--- src/design/msr_pkg.sv ---
// Package of constants and carrier types for the magnetometer status and data register bank.
package msr_pkg;

	// Register byte addresses.
	localparam logic [7:0] ADDR_IDENT = 8'h00;
	localparam logic [7:0] ADDR_DATA_FIRST = 8'h10;
	localparam logic [7:0] ADDR_HIGH_ONLY = 8'h18;
	localparam logic [7:0] ADDR_DATA_LAST = 8'h1f;
	localparam logic [7:0] ADDR_SET_FIRST = 8'h20;
	localparam logic [7:0] ADDR_SET_LAST = 8'h27;

	// Burst geometry: status takes two byte slots before the axis bytes.
	localparam logic [2:0] IDX_FIRST_AXIS = 3'h2;
	localparam logic [2:0] IDX_LAST = 3'h7;

	// Status word layout and reset value.
	localparam int COND_READY = 0;
	localparam int COND_SW_LSB = 1;
	localparam int COND_PLANAR = 7;
	localparam int COND_CONV = 8;
	localparam int COND_SKIP = 9;
	localparam logic [5:0] COND_FIXED_ONES = 6'h3f;
	localparam logic [15:0] COND_RESET = 16'hfc00;

	// Wide-range limit of the planar axes (11264).
	localparam logic signed [15:0] WIDE_LIMIT = 16'sh2c00;

	// Operation mode codes.
	localparam logic [3:0] MODE_POWER_DOWN = 4'h0;
	localparam logic [3:0] MODE_SINGLE = 4'h1;

	// Axis selector codes used by the byte sequencer.
	typedef enum logic [1:0] {
		AXIS_NONE = 2'b00,
		AXIS_X = 2'b01,
		AXIS_Y = 2'b10,
		AXIS_Z = 2'b11
	} msr_axis_e;

	// Switch thresholds of one axis: operating and returning points of both switches.
	typedef struct packed {
		logic signed [15:0] op1;
		logic signed [15:0] rp1;
		logic signed [15:0] op2;
		logic signed [15:0] rp2;
	} msr_thr_s;

	// One finished conversion from the measurement engine.
	typedef struct packed {
		logic done;
		logic signed [15:0] x;
		logic signed [15:0] y;
		logic signed [15:0] z;
		logic xy_sat;
		logic adc_ovf;
	} msr_meas_s;

endpackage

--- src/design/msr_regs.sv ---
// Status and field-sample register bank of the three-axis magnetometer.
`timescale 1ns/10ps
`default_nettype none

module msr_regs #(
	parameter logic [7:0] DEVICE_CODE = 8'h5a,   // Arbitrary value.
	parameter logic [7:0] COMPANY_CODE = 8'ha5,  // Arbitrary value.
	parameter logic [15:0] RESERVED_WORD = 16'h0000
) (
	// Clock and reset
	input wire logic clk,
	input wire logic resetn,
	// Byte read port from the serial interface
	input wire logic acc_start,
	input wire logic [7:0] acc_addr,
	input wire logic acc_rd,
	output logic [7:0] rd_data,
	output logic rd_valid,
	// Settings held outside this bank
	input wire logic [3:0] op_mode,
	input wire logic range_select,
	input wire msr_pkg::msr_thr_s [2:0] thr,
	// Measurement engine
	input wire msr_pkg::msr_meas_s meas,
	// Status to event logic
	output logic data_ready_flag
);
	import msr_pkg::*;

	////////////////////////////////////////////////////////////////////////////////
	// Helpers.

	function automatic logic is_cont(input logic [3:0] m);
		is_cont = (m != MODE_POWER_DOWN) && !m[0];
	endfunction

	function automatic logic is_active(input logic [3:0] m);
		is_active = (m == MODE_SINGLE) || is_cont(m);
	endfunction

	// Hysteresis: operating point sets, returning point clears, otherwise hold.
	function automatic logic sw_next(input logic cur, input logic signed [15:0] s,
		input logic signed [15:0] op, input logic signed [15:0] rp);
		if (s >= op) begin
			sw_next = 1'b1;
		end else if (s <= rp) begin
			sw_next = 1'b0;
		end else begin
			sw_next = cur;
		end
	endfunction

	function automatic logic signed [15:0] clamp_wide(input logic signed [15:0] s);
		if (s > WIDE_LIMIT) begin
			clamp_wide = WIDE_LIMIT;
		end else if (s < -WIDE_LIMIT) begin
			clamp_wide = -WIDE_LIMIT;
		end else begin
			clamp_wide = s;
		end
	endfunction

	// Picks the n-th present axis, in the order Z, Y, X, from a selector mask.
	function automatic msr_axis_e nth_axis(input logic [2:0] mask, input logic [2:0] n);
		logic [2:0] cnt;
		cnt = 3'h0;
		nth_axis = AXIS_NONE;
		if (mask[2]) begin
			if (cnt == n) nth_axis = AXIS_Z;
			cnt = cnt + 3'h1;
		end
		if (mask[1]) begin
			if (cnt == n) nth_axis = AXIS_Y;
			cnt = cnt + 3'h1;
		end
		if (mask[0] && cnt == n) begin
			nth_axis = AXIS_X;
		end
	endfunction

	////////////////////////////////////////////////////////////////////////////////
	// State.

	logic [7:0] addr_q, addr_d;
	logic [2:0] idx_q, idx_d;
	logic over_q, over_d;
	logic ready_q, ready_d;
	logic skip_q, skip_d;
	logic [5:0] sw_q, sw_d;
	logic planar_q, planar_d;
	logic conv_q, conv_d;
	logic signed [15:0] fx_q, fx_d, fy_q, fy_d, fz_q, fz_d;
	logic [7:0] rd_data_q, rd_data_d;
	logic rd_valid_q, rd_valid_d;

	logic signed [15:0] px, py;
	logic planar_clip;
	logic new_result;
	logic [15:0] status;
	logic [7:0] byte_out;
	logic axis_done;
	logic set_access;
	msr_axis_e axis;
	logic half_low;

	// Wide range clips the planar axes; Z always keeps the full 16-bit range.
	always_comb begin
		px = range_select ? clamp_wide(meas.x) : meas.x;
		py = range_select ? clamp_wide(meas.y) : meas.y;
		planar_clip = range_select && (px != meas.x || py != meas.y);
	end

	assign new_result = meas.done && is_active(op_mode);
	assign status = {COND_FIXED_ONES, skip_q, conv_q, planar_q, sw_q, ready_q};
	assign set_access = acc_start && acc_addr >= ADDR_SET_FIRST && acc_addr <= ADDR_SET_LAST;

	////////////////////////////////////////////////////////////////////////////////
	// Byte sequencer: auto-increments within one burst; bytes past the map read zero.

	always_comb begin
		logic [2:0] slot;
		slot = 3'h0;
		byte_out = 8'h00;
		axis_done = 1'b0;
		axis = AXIS_NONE;
		half_low = 1'b0;
		if (addr_q >= ADDR_DATA_FIRST && addr_q <= ADDR_DATA_LAST && idx_q >= IDX_FIRST_AXIS) begin
			if (addr_q >= ADDR_HIGH_ONLY) begin
				slot = idx_q - IDX_FIRST_AXIS;
				half_low = 1'b0;
			end else begin
				slot = 3'((idx_q - IDX_FIRST_AXIS) >> 1);
				half_low = idx_q[0];
			end
			axis = nth_axis(addr_q[2:0], slot);
		end
		if (!over_q) begin
			if (addr_q == ADDR_IDENT) begin
				unique case (idx_q[1:0])
					2'h0: byte_out = COMPANY_CODE;
					2'h1: byte_out = DEVICE_CODE;
					2'h2: byte_out = RESERVED_WORD[15:8];
					2'h3: byte_out = RESERVED_WORD[7:0];
				endcase
				if (idx_q > 3'h3) byte_out = 8'h00;
			end else if (addr_q >= ADDR_DATA_FIRST && addr_q <= ADDR_DATA_LAST) begin
				if (idx_q == 3'h0) byte_out = status[15:8];
				else if (idx_q == 3'h1) byte_out = status[7:0];
				else begin
					unique case (axis)
						AXIS_X: byte_out = half_low ? fx_q[7:0] : fx_q[15:8];
						AXIS_Y: byte_out = half_low ? fy_q[7:0] : fy_q[15:8];
						AXIS_Z: byte_out = half_low ? fz_q[7:0] : fz_q[15:8];
						AXIS_NONE: byte_out = 8'h00;
					endcase
					// The last listed byte of an axis completes it; high-only maps end on the high byte.
					axis_done = (axis != AXIS_NONE) && (half_low || addr_q >= ADDR_HIGH_ONLY);
				end
			end
		end
	end

	////////////////////////////////////////////////////////////////////////////////
	// Next-state logic.

	always_comb begin
		addr_d = addr_q;
		idx_d = idx_q;
		over_d = over_q;
		rd_valid_d = 1'b0;
		rd_data_d = rd_data_q;
		ready_d = ready_q;
		skip_d = skip_q;
		sw_d = sw_q;
		planar_d = planar_q;
		conv_d = conv_q;
		fx_d = fx_q;
		fy_d = fy_q;
		fz_d = fz_q;
		if (acc_start) begin
			addr_d = acc_addr;
			idx_d = 3'h0;
			over_d = 1'b0;
		end else if (acc_rd) begin
			rd_valid_d = 1'b1;
			rd_data_d = byte_out;
			if (idx_q == IDX_LAST) over_d = 1'b1;
			else idx_d = idx_q + 3'h1;
		end
		// Clears first so that a result landing in the same cycle wins.
		if ((acc_rd && !acc_start && axis_done) || set_access) begin
			ready_d = 1'b0;
		end
		if (new_result) begin
			ready_d = 1'b1;
			// In a continuous mode, a result still unread when the next one lands has been skipped.
			skip_d = is_cont(op_mode) && ready_q;
			fx_d = px;
			fy_d = py;
			fz_d = meas.z;
			sw_d[0] = sw_next(sw_q[0], px, thr[0].op1, thr[0].rp1);
			sw_d[1] = sw_next(sw_q[1], px, thr[0].op2, thr[0].rp2);
			sw_d[2] = sw_next(sw_q[2], py, thr[1].op1, thr[1].rp1);
			sw_d[3] = sw_next(sw_q[3], py, thr[1].op2, thr[1].rp2);
			sw_d[4] = sw_next(sw_q[4], meas.z, thr[2].op1, thr[2].rp1);
			sw_d[5] = sw_next(sw_q[5], meas.z, thr[2].op2, thr[2].rp2);
			planar_d = meas.xy_sat || planar_clip;
			conv_d = meas.adc_ovf;
		end
	end

	// Every register returns to its reset value while the reset pin is low.
	always_ff @(posedge clk or negedge resetn) begin
		if (!resetn) begin
			addr_q <= ADDR_IDENT;
			idx_q <= 3'h0;
			over_q <= 1'b0;
			ready_q <= COND_RESET[COND_READY];
			skip_q <= COND_RESET[COND_SKIP];
			sw_q <= COND_RESET[COND_SW_LSB +: 6];
			planar_q <= COND_RESET[COND_PLANAR];
			conv_q <= COND_RESET[COND_CONV];
			fx_q <= 16'sh0000;
			fy_q <= 16'sh0000;
			fz_q <= 16'sh0000;
			rd_data_q <= 8'h00;
			rd_valid_q <= 1'b0;
		end else begin
			addr_q <= addr_d;
			idx_q <= idx_d;
			over_q <= over_d;
			ready_q <= ready_d;
			skip_q <= skip_d;
			sw_q <= sw_d;
			planar_q <= planar_d;
			conv_q <= conv_d;
			fx_q <= fx_d;
			fy_q <= fy_d;
			fz_q <= fz_d;
			rd_data_q <= rd_data_d;
			rd_valid_q <= rd_valid_d;
		end
	end

	assign rd_data = rd_data_q;
	assign rd_valid = rd_valid_q;
	assign data_ready_flag = ready_q;
endmodule

`default_nettype wire

--- config.mk ---
export PLATFORM = sky130hd
export DESIGN_NAME = msr_regs
export DESIGN_NICKNAME = d
export VERILOG_FILES = /design/src/design/msr_pkg.sv /design/src/design/msr_regs.sv
export SDC_FILE = /design/constraint.sdc
export NUM_CORES = 1
export LEC_CHECK = 0
export ABC_AREA = 1
export BUFFER_PORTS_ARGS = -buffer_cell sky130_fd_sc_hd__buf_2
export CAP_MARGIN = 20
export CORE_MARGIN = 5
export CORE_UTILIZATION = 35
export DETAILED_ROUTE_END_ITERATION = 8
export GPL_TIMING_DRIVEN = 0
export MAX_ROUTING_LAYER = met4
export PLACE_DENSITY = 0.68
export SYNTH_ARGS = -nofsm -noshare
export SYNTH_HDL_FRONTEND = slang
export SYNTH_SLANG_ARGS = --single-unit
--- constraint.sdc ---
create_clock -name clk -period 2.4 [get_ports clk]
set_clock_uncertainty 0.2 [all_clocks]
set_input_delay 0.24 -clock clk [delete_from_list [all_inputs] [get_ports clk]]
set_output_delay 0.24 -clock clk [all_outputs]
set_load 0.03 [all_outputs]
# Yosys cells after proc, flatten, opt, wreduce, memory -nomap -nowiden
# Cells that the tools add are included.
[classes]
add_sub_neg = 3
mul = 0
div = 0
n_lt_le_gt_ge = 23
eq_ne = 14
n_shift = 0
muxes = 58
n_bitwise = 1
reduce_logical = 45
[op_table]
columns = ["operator", "n"]
rows = [
  ["16-bit >= comparator", 6],
  ["16-bit less-or-equal comparator", 6],
  ["16-bit 2-to-1 mux", 6],
  ["8-bit 2-to-1 mux", 9],
  ["16-bit by 15-bit greater-than comparator with 1-bit output, second input constant", 2],
  ["16-bit by 15-bit < comparator with 1-bit output, second input constant", 2],
  ["16-bit != test", 2],
  ["8-bit case mux with 4 select lines", 1],
  ["1-bit 2-to-1 mux", 27],
  ["3-bit 2-to-1 mux", 8],
  ["8-bit case mux with 3 select lines", 1],
  ["2-bit nonzero test", 10],
  ["2-bit AND reduction", 9],
  ["8-bit by 5-bit >= comparator with 1-bit output, second input constant", 2],
  ["1-bit logical AND", 12],
  ["2-bit 2-to-1 mux", 6],
  ["2-bit == test, second input constant", 4],
  ["8-bit by 6-bit >= comparator with 1-bit output, second input constant", 1],
  ["8-bit by 5-bit less-or-equal comparator with 1-bit output, second input constant", 1],
  ["8-bit by 6-bit less-or-equal comparator with 1-bit output, second input constant", 1],
  ["8-bit zero test", 1],
  ["3-bit by 1-bit adder with 3-bit output, second input constant", 2],
  ["3-bit == test", 2],
  ["3-bit zero test", 2],
  ["14 further kinds", 21],
]
[totals]
ff_bits = 79
latch_bits = 0
ramBits = 0
mem_bits_ro = 0
inputBits = 260
output_inout_bits = 10
wordCells = 162
n_memories = 0

# Depth between registers and ports, before layout
[logic_depth]
depth_word = 22
mapped_depth = 22
mapped_depth_nobuf = 21

# Worst setup path after synthesis
# No wires, ideal clock.
[synth_path]
kind = "input -> register"
startpoint = "input port meas[20] in the netlist's numbering"
endpoint = "register sw_q[2]"
setup_ps = 120
t_arrival_ps = 2685
required_time_ps = 2080
path_slack_ps = -606
cell_stages = 20
n_path_buf = 1
cell_sequence = "inv_1 nand2_1 nor4_1 nand4_1 nand3_1 nand2_1 buf_2 nor2_1 ha_1 nand2_1 inv_1 o21ai_0 nand2_1 o21a_1 nor3_1 o2111ai_1 o211ai_1 nand2_1 nand2_1 nand2_1"
[synth_between]
elab_chain_len = 7
elab_cells_between_ends = 10
cone_classes = "4 x order compare; 4 x mux; 2 x reduce/logical"
[synth_lines]
columns = ["element", "line", "rtl"]
rows = [
  ["start, declared", "msr_regs.sv:24", "input wire msr_pkg::msr_meas_s meas,"],
  ["16-bit by 15-bit < comparator with 1-bit output", "msr_regs.sv:56", "end else if (s < -WIDE_LIMIT) begin"],
  ["16-bit 2-to-1 mux", "msr_regs.sv:56", ""],
  ["16-bit 2-to-1 mux (*)", "msr_regs.sv:54", "if (s > WIDE_LIMIT) begin"],
  ["16-bit 2-to-1 mux (*)", "msr_regs.sv:109", "py = range_select ? clamp_wide(meas.y) : meas.y;"],
  ["named net py[5]", "msr_regs.sv:96", "logic signed [15:0] px, py;"],
  ["16-bit >= comparator / 16-bit less-or-equal comparator (equally long branches)", "msr_regs.sv:44, msr_regs.sv:46", ""],
  ["2-bit nonzero test (no source line)", "--", ""],
  ["2-bit AND reduction (no source line)", "--", ""],
  ["end signal, assigned", "msr_regs.sv:220", "sw_q <= COND_RESET[COND_SW_LSB +: 6];"],
  ["end signal, assigned", "msr_regs.sv:234", "sw_q <= sw_d;"],
  ["end, declared", "msr_regs.sv:89", "logic [5:0] sw_q, sw_d;"],
]
# The timed path passes the listed nets; every way through them passes the cells marked *.
# A chain may end at the register's enable or synchronous reset.

# Final worst setup path
[layout_path]
startpoint = "input port meas[31] in the netlist's numbering"
endpoint = "register sw_q[2]"
# The elaborated chain is that of the path after synthesis.

==> results.md <==
* Routed Antenna Nets at 0
* TritonCTS clock tree: yes
* Pwr/cell area at 409.4 nW/um^2
* CTS max path bufs at 2
* Critical path arrival at 2.97 ns
* # IOs at 270
* Clock slew at the register clock pins of the worst setup and hold paths at 0.06 ns
* Routed wire per std cell at 14.98 um
* Post-route setup slack at -0.5390 ns
* Reg2reg setup slack at -0.08 ns
* First-pass iteration count of the detailed router at 5
* RSZ-0062 raised after global routing: true
* First-pass GRT wire length at 50,060 um
* Hold slack at 0.01088 ns
* Hold Path Sink: fz_q[2]$_DFFE_PN0P_
* Root buf cell: clkbuf_16
* Worst VDD drop at 0.0002994 V
* Worst reg2reg path depth at 15
* Final setup viols at 11
* Row Count at 61
* Crit path required time at 2.43 ns
* Final worst-path cycle share at 122.5%
* Register area at 1981 um^2
* Final Hold Fails at 0
* CP Max Fanout at 5
* Library cells used by synthesis at 45
* Filler instances at 2,785
* Gr usage total at 20.33%
* Sequential fraction of the synthesis area at 20.27%
* Cts bufs inserted at 9
* CP most frequent cell: nor2_1
* Fin nets at 2,262
* DRC errors left at 0
* Post-synthesis cell area at 9753 um^2
* WS Path Type: in2reg
* Number of buffers added on ports at 268
* Slew @ Worst Pin at 0.6326 ns
* Post-layout util at 49.02%
* Post-route cell area at 13,540 um^2
* Area of the multi-input gates at 7269 um^2
* Global placer's final weighted congestion at 0.9125
* Total number of vias at 10,630
* Antenna violations before repair at 0
* Failing checks: setup timing
* Fin crit period at 2.939 ns
* HP Start: meas[4]
* Sink Count at 79
* Number of synthesized flops with an enable pin at 0
* Number of max-cap violations at 0
* Vias per inst at 4.872
* DP Area at 11,790 um^2
* Initial core utilization at 35.30%
* H-tree Lvls at 3
* Pre-CTS WS at -1.327 ns
* Area grow syn2layout at 38.87%
* Post-Synthesis Cells at 1,440
* DIE AREA at 31,300 um^2
* Mapped Avg Cell Area at 6.773 um^2
* # diodes at 0
* Crit end category: register
* Critical Path Max Stage Delay at 0.28 ns
* Worst Setup Start Kind: input port
* Most common flop cell mapped by yosys: dfrtp_1
* CP bufs+invs at 7
* CP max stage cell: ha_1
* Yosys warnings at 0
* DIE HEIGHT at 176.9 um
* Slew Viols, Final at 0
* Share of layout cells above drive strength 1 at 29.66%
* Fmax at 340.3 MHz
* Syn Nets at 1,903
* Iteration-0 DRC count of the detailed router at 464
* Core footprint at 27,630 um^2
* Post-DP HPWL at 25,860 um
* Vias in the first global route at 10,490
* R2r startpoint: addr_q[7]$_DFFE_PN0P_
* Slew headroom at 57.83%
* Total gr overflow at 0
* Synth Register Bits at 79
* Worst-Skew Late Latency at 0.34 ns
* Worst min-delay path class: in2reg
* CP Cell Sequence: buf_6, inv_2, nor2_1, nand3_1, inv_1, nand2_1, a31oi_2, nand3_2, nand2_4, buf_12, nor2_4, buf_4, buf_4, ha_1, inv_1, nor2_1, nor2_1, o21a_1, o221ai_1, nand2_1, o211ai_1, nor2_1, o21ai_0, nand2_1
* Routed WL at 32,690 um
* Crit path max-delay family: compound AO/OA/AOI/OAI gates
* Chip width at 176.9 um
* Asr flop ratio synth at 100.0%
* Status: finished with violations
* Worst reg2reg path endpoint: rd_data[1]$_DFFE_PN0P_
* Hold Path Stages at 3
* Largest net degree at the start of global routing at 51
* Pleak at 7.715 nW
==> timing repair <==
action                                 4_1_cts  5_1_grt
pin swaps                                   30       62
buffers inserted                            38       22
hold buffers                                17        0
endpoints found under the hold margin       44        0
setup endpoints to repair                   13       25
gates resized for setup                     87      109
cloned                                       2        1
==> state kept, by name (all words and copies together) (netlist names) <==
signal and flops:
addr_q 8, conv_q 1, data_ready_flag 1, fx_q 16
fy_q 16, fz_q 16, idx_q 3, over_q 1
planar_q 1, rd_data 8, rd_valid 1, skip_q 1
sw_q 6
==> Yosys cell counts, drive strengths merged (3+ instances only) <==
master	instances	area [um^2]
a211oi	7	52.55
a21oi	79	414.2
a31oi	7	43.79
buf	7	66.31
clkbuf	14	52.55
clkinv	3	11.26
dfrtp	79	1977
ha	203	2540
inv	313	1175
nand2	369	1410
nand3	49	280.3
nand3b	4	30.03
nand4	37	237.7
nor2	84	346.6
nor3	23	115.1
nor4	7	43.79
o2111ai	4	35.03
o211ai	11	82.58
o21a	15	112.6
o21ai	98	505.5
o21bai	5	37.54
o221ai	6	52.55
or2	4	25.03
==> worst max path at each step <==
stage,from,endpoint,cells after the start
global route,meas[30],sw_q[2]$_DFFE_PN0P_,21
global placement,meas[19],sw_q[3]$_DFFE_PN0P_,20
detailed placement,meas[23],sw_q[2]$_DFFE_PN0P_,19
finish,meas[31],sw_q[2]$_DFFE_PN0P_,24
CTS,meas[20],sw_q[2]$_DFFE_PN0P_,21
floorplan,meas[23],sw_q[2]$_DFFE_PN0P_,20
==> tightest hold or removal path, cell delays in order <==
cell     delay (ns)
buf_2          0.15
nand2_1        0.06
o21ai_0        0.06
==> cells in the final DEF (no fill, tap or decap), types with 7 or more instances in the layout <==
cell type      Yosys  routed
o21ai_1           21      26
dfrtp_1           79      76
clkbuf_16          0      10
o211ai_1          11      11
inv_2              4      32
nor3_1            23      16
nand2_1          363     341
nand2_4            2       8
nor3_2             0       7
nand4_1           36      36
ha_1             203     184
buf_4              0      58
clkbuf_1          14      14
ha_4               0      19
nand3_1           45      29
buf_2              2     256
buf_6              5      19
dlygate4sd3_1      0      17
o21a_1            15      15
o21ai_0           73      56
nand2_2            4      19
nor2_1            81      59
a21oi_1           76      71
o21ai_2            4      14
nor2_4             2      19
inv_1            309     276
nand3_2            2      16
==> per-layer routing <==
| metal | part of all wire, % | global-route usage (%) | wire (um) | up-vias |
|---|---|---|---|---|
| li1 | - | - | - | 5406 |
| met4 | 2.1 | 5.029 | 701 | 0 |
| met1 | 45 | 26.60 | 14830 | 4894 |
| met3 | 3.8 | 2.414 | 1253 | 56 |
| met5 | 0 | - | 0 | - |
| met2 | 49 | 33.72 | 15910 | 275 |
==> kinds of logic (layout without fill, tap and decap cells) <==
logic type | count (synthesis) | after routing | synth area share, %
muxes | 2 | 2 | 0.2053
adders and majority gates | 203 | 203 | 26.04
and+or+nand+nor | 578 | 578 | 25.59
DFF | 79 | 79 | 20.27
buffers and inverters | 337 | 701 | 13.38
xor gates and xnor gates | 1 | 1 | 0.08982
AOI/OAI and AO/OA | 240 | 240 | 14.42
==> cell type report <==
cell class              instances  share of cell area (%)
plain buffers                  20                   1.072
flip-flops and latches         79                   14.62
inverters                     316                   8.850
clock buffers                  12                   1.894
clock inverters                 4                  0.5635
well taps                     378                   3.492
multi-input cells            1024                   53.67
repair buffers                349                   15.83
==> report_power, final <==
group,total (mW),internal [mW],switching [mW]
Clock,1.51,0.971,0.539
Combinational,2.38,1.01,1.37
Sequential,1.66,1.53,0.126
Total,5.54,3.51,2.03
==> stage by stage <==
| step | instances | TNS, ns | total power [mW] |
|---|---|---|---|
| 2_1_floorplan | 1440 | -1.340 | 2.938 |
| 3_3_place_gp | 2086 | -9.213 | 3.602 |
| 3_5_place_dp | 2087 | -10.84 | 3.681 |
| 4_1_cts | 2160 | -1.828 | 5.396 |
| 5_1_grt | 2182 | -4.203 | 5.963 |
| 6_report | 2182 | -2.199 | 5.545 |
Power figures use the tool's default switching activity.
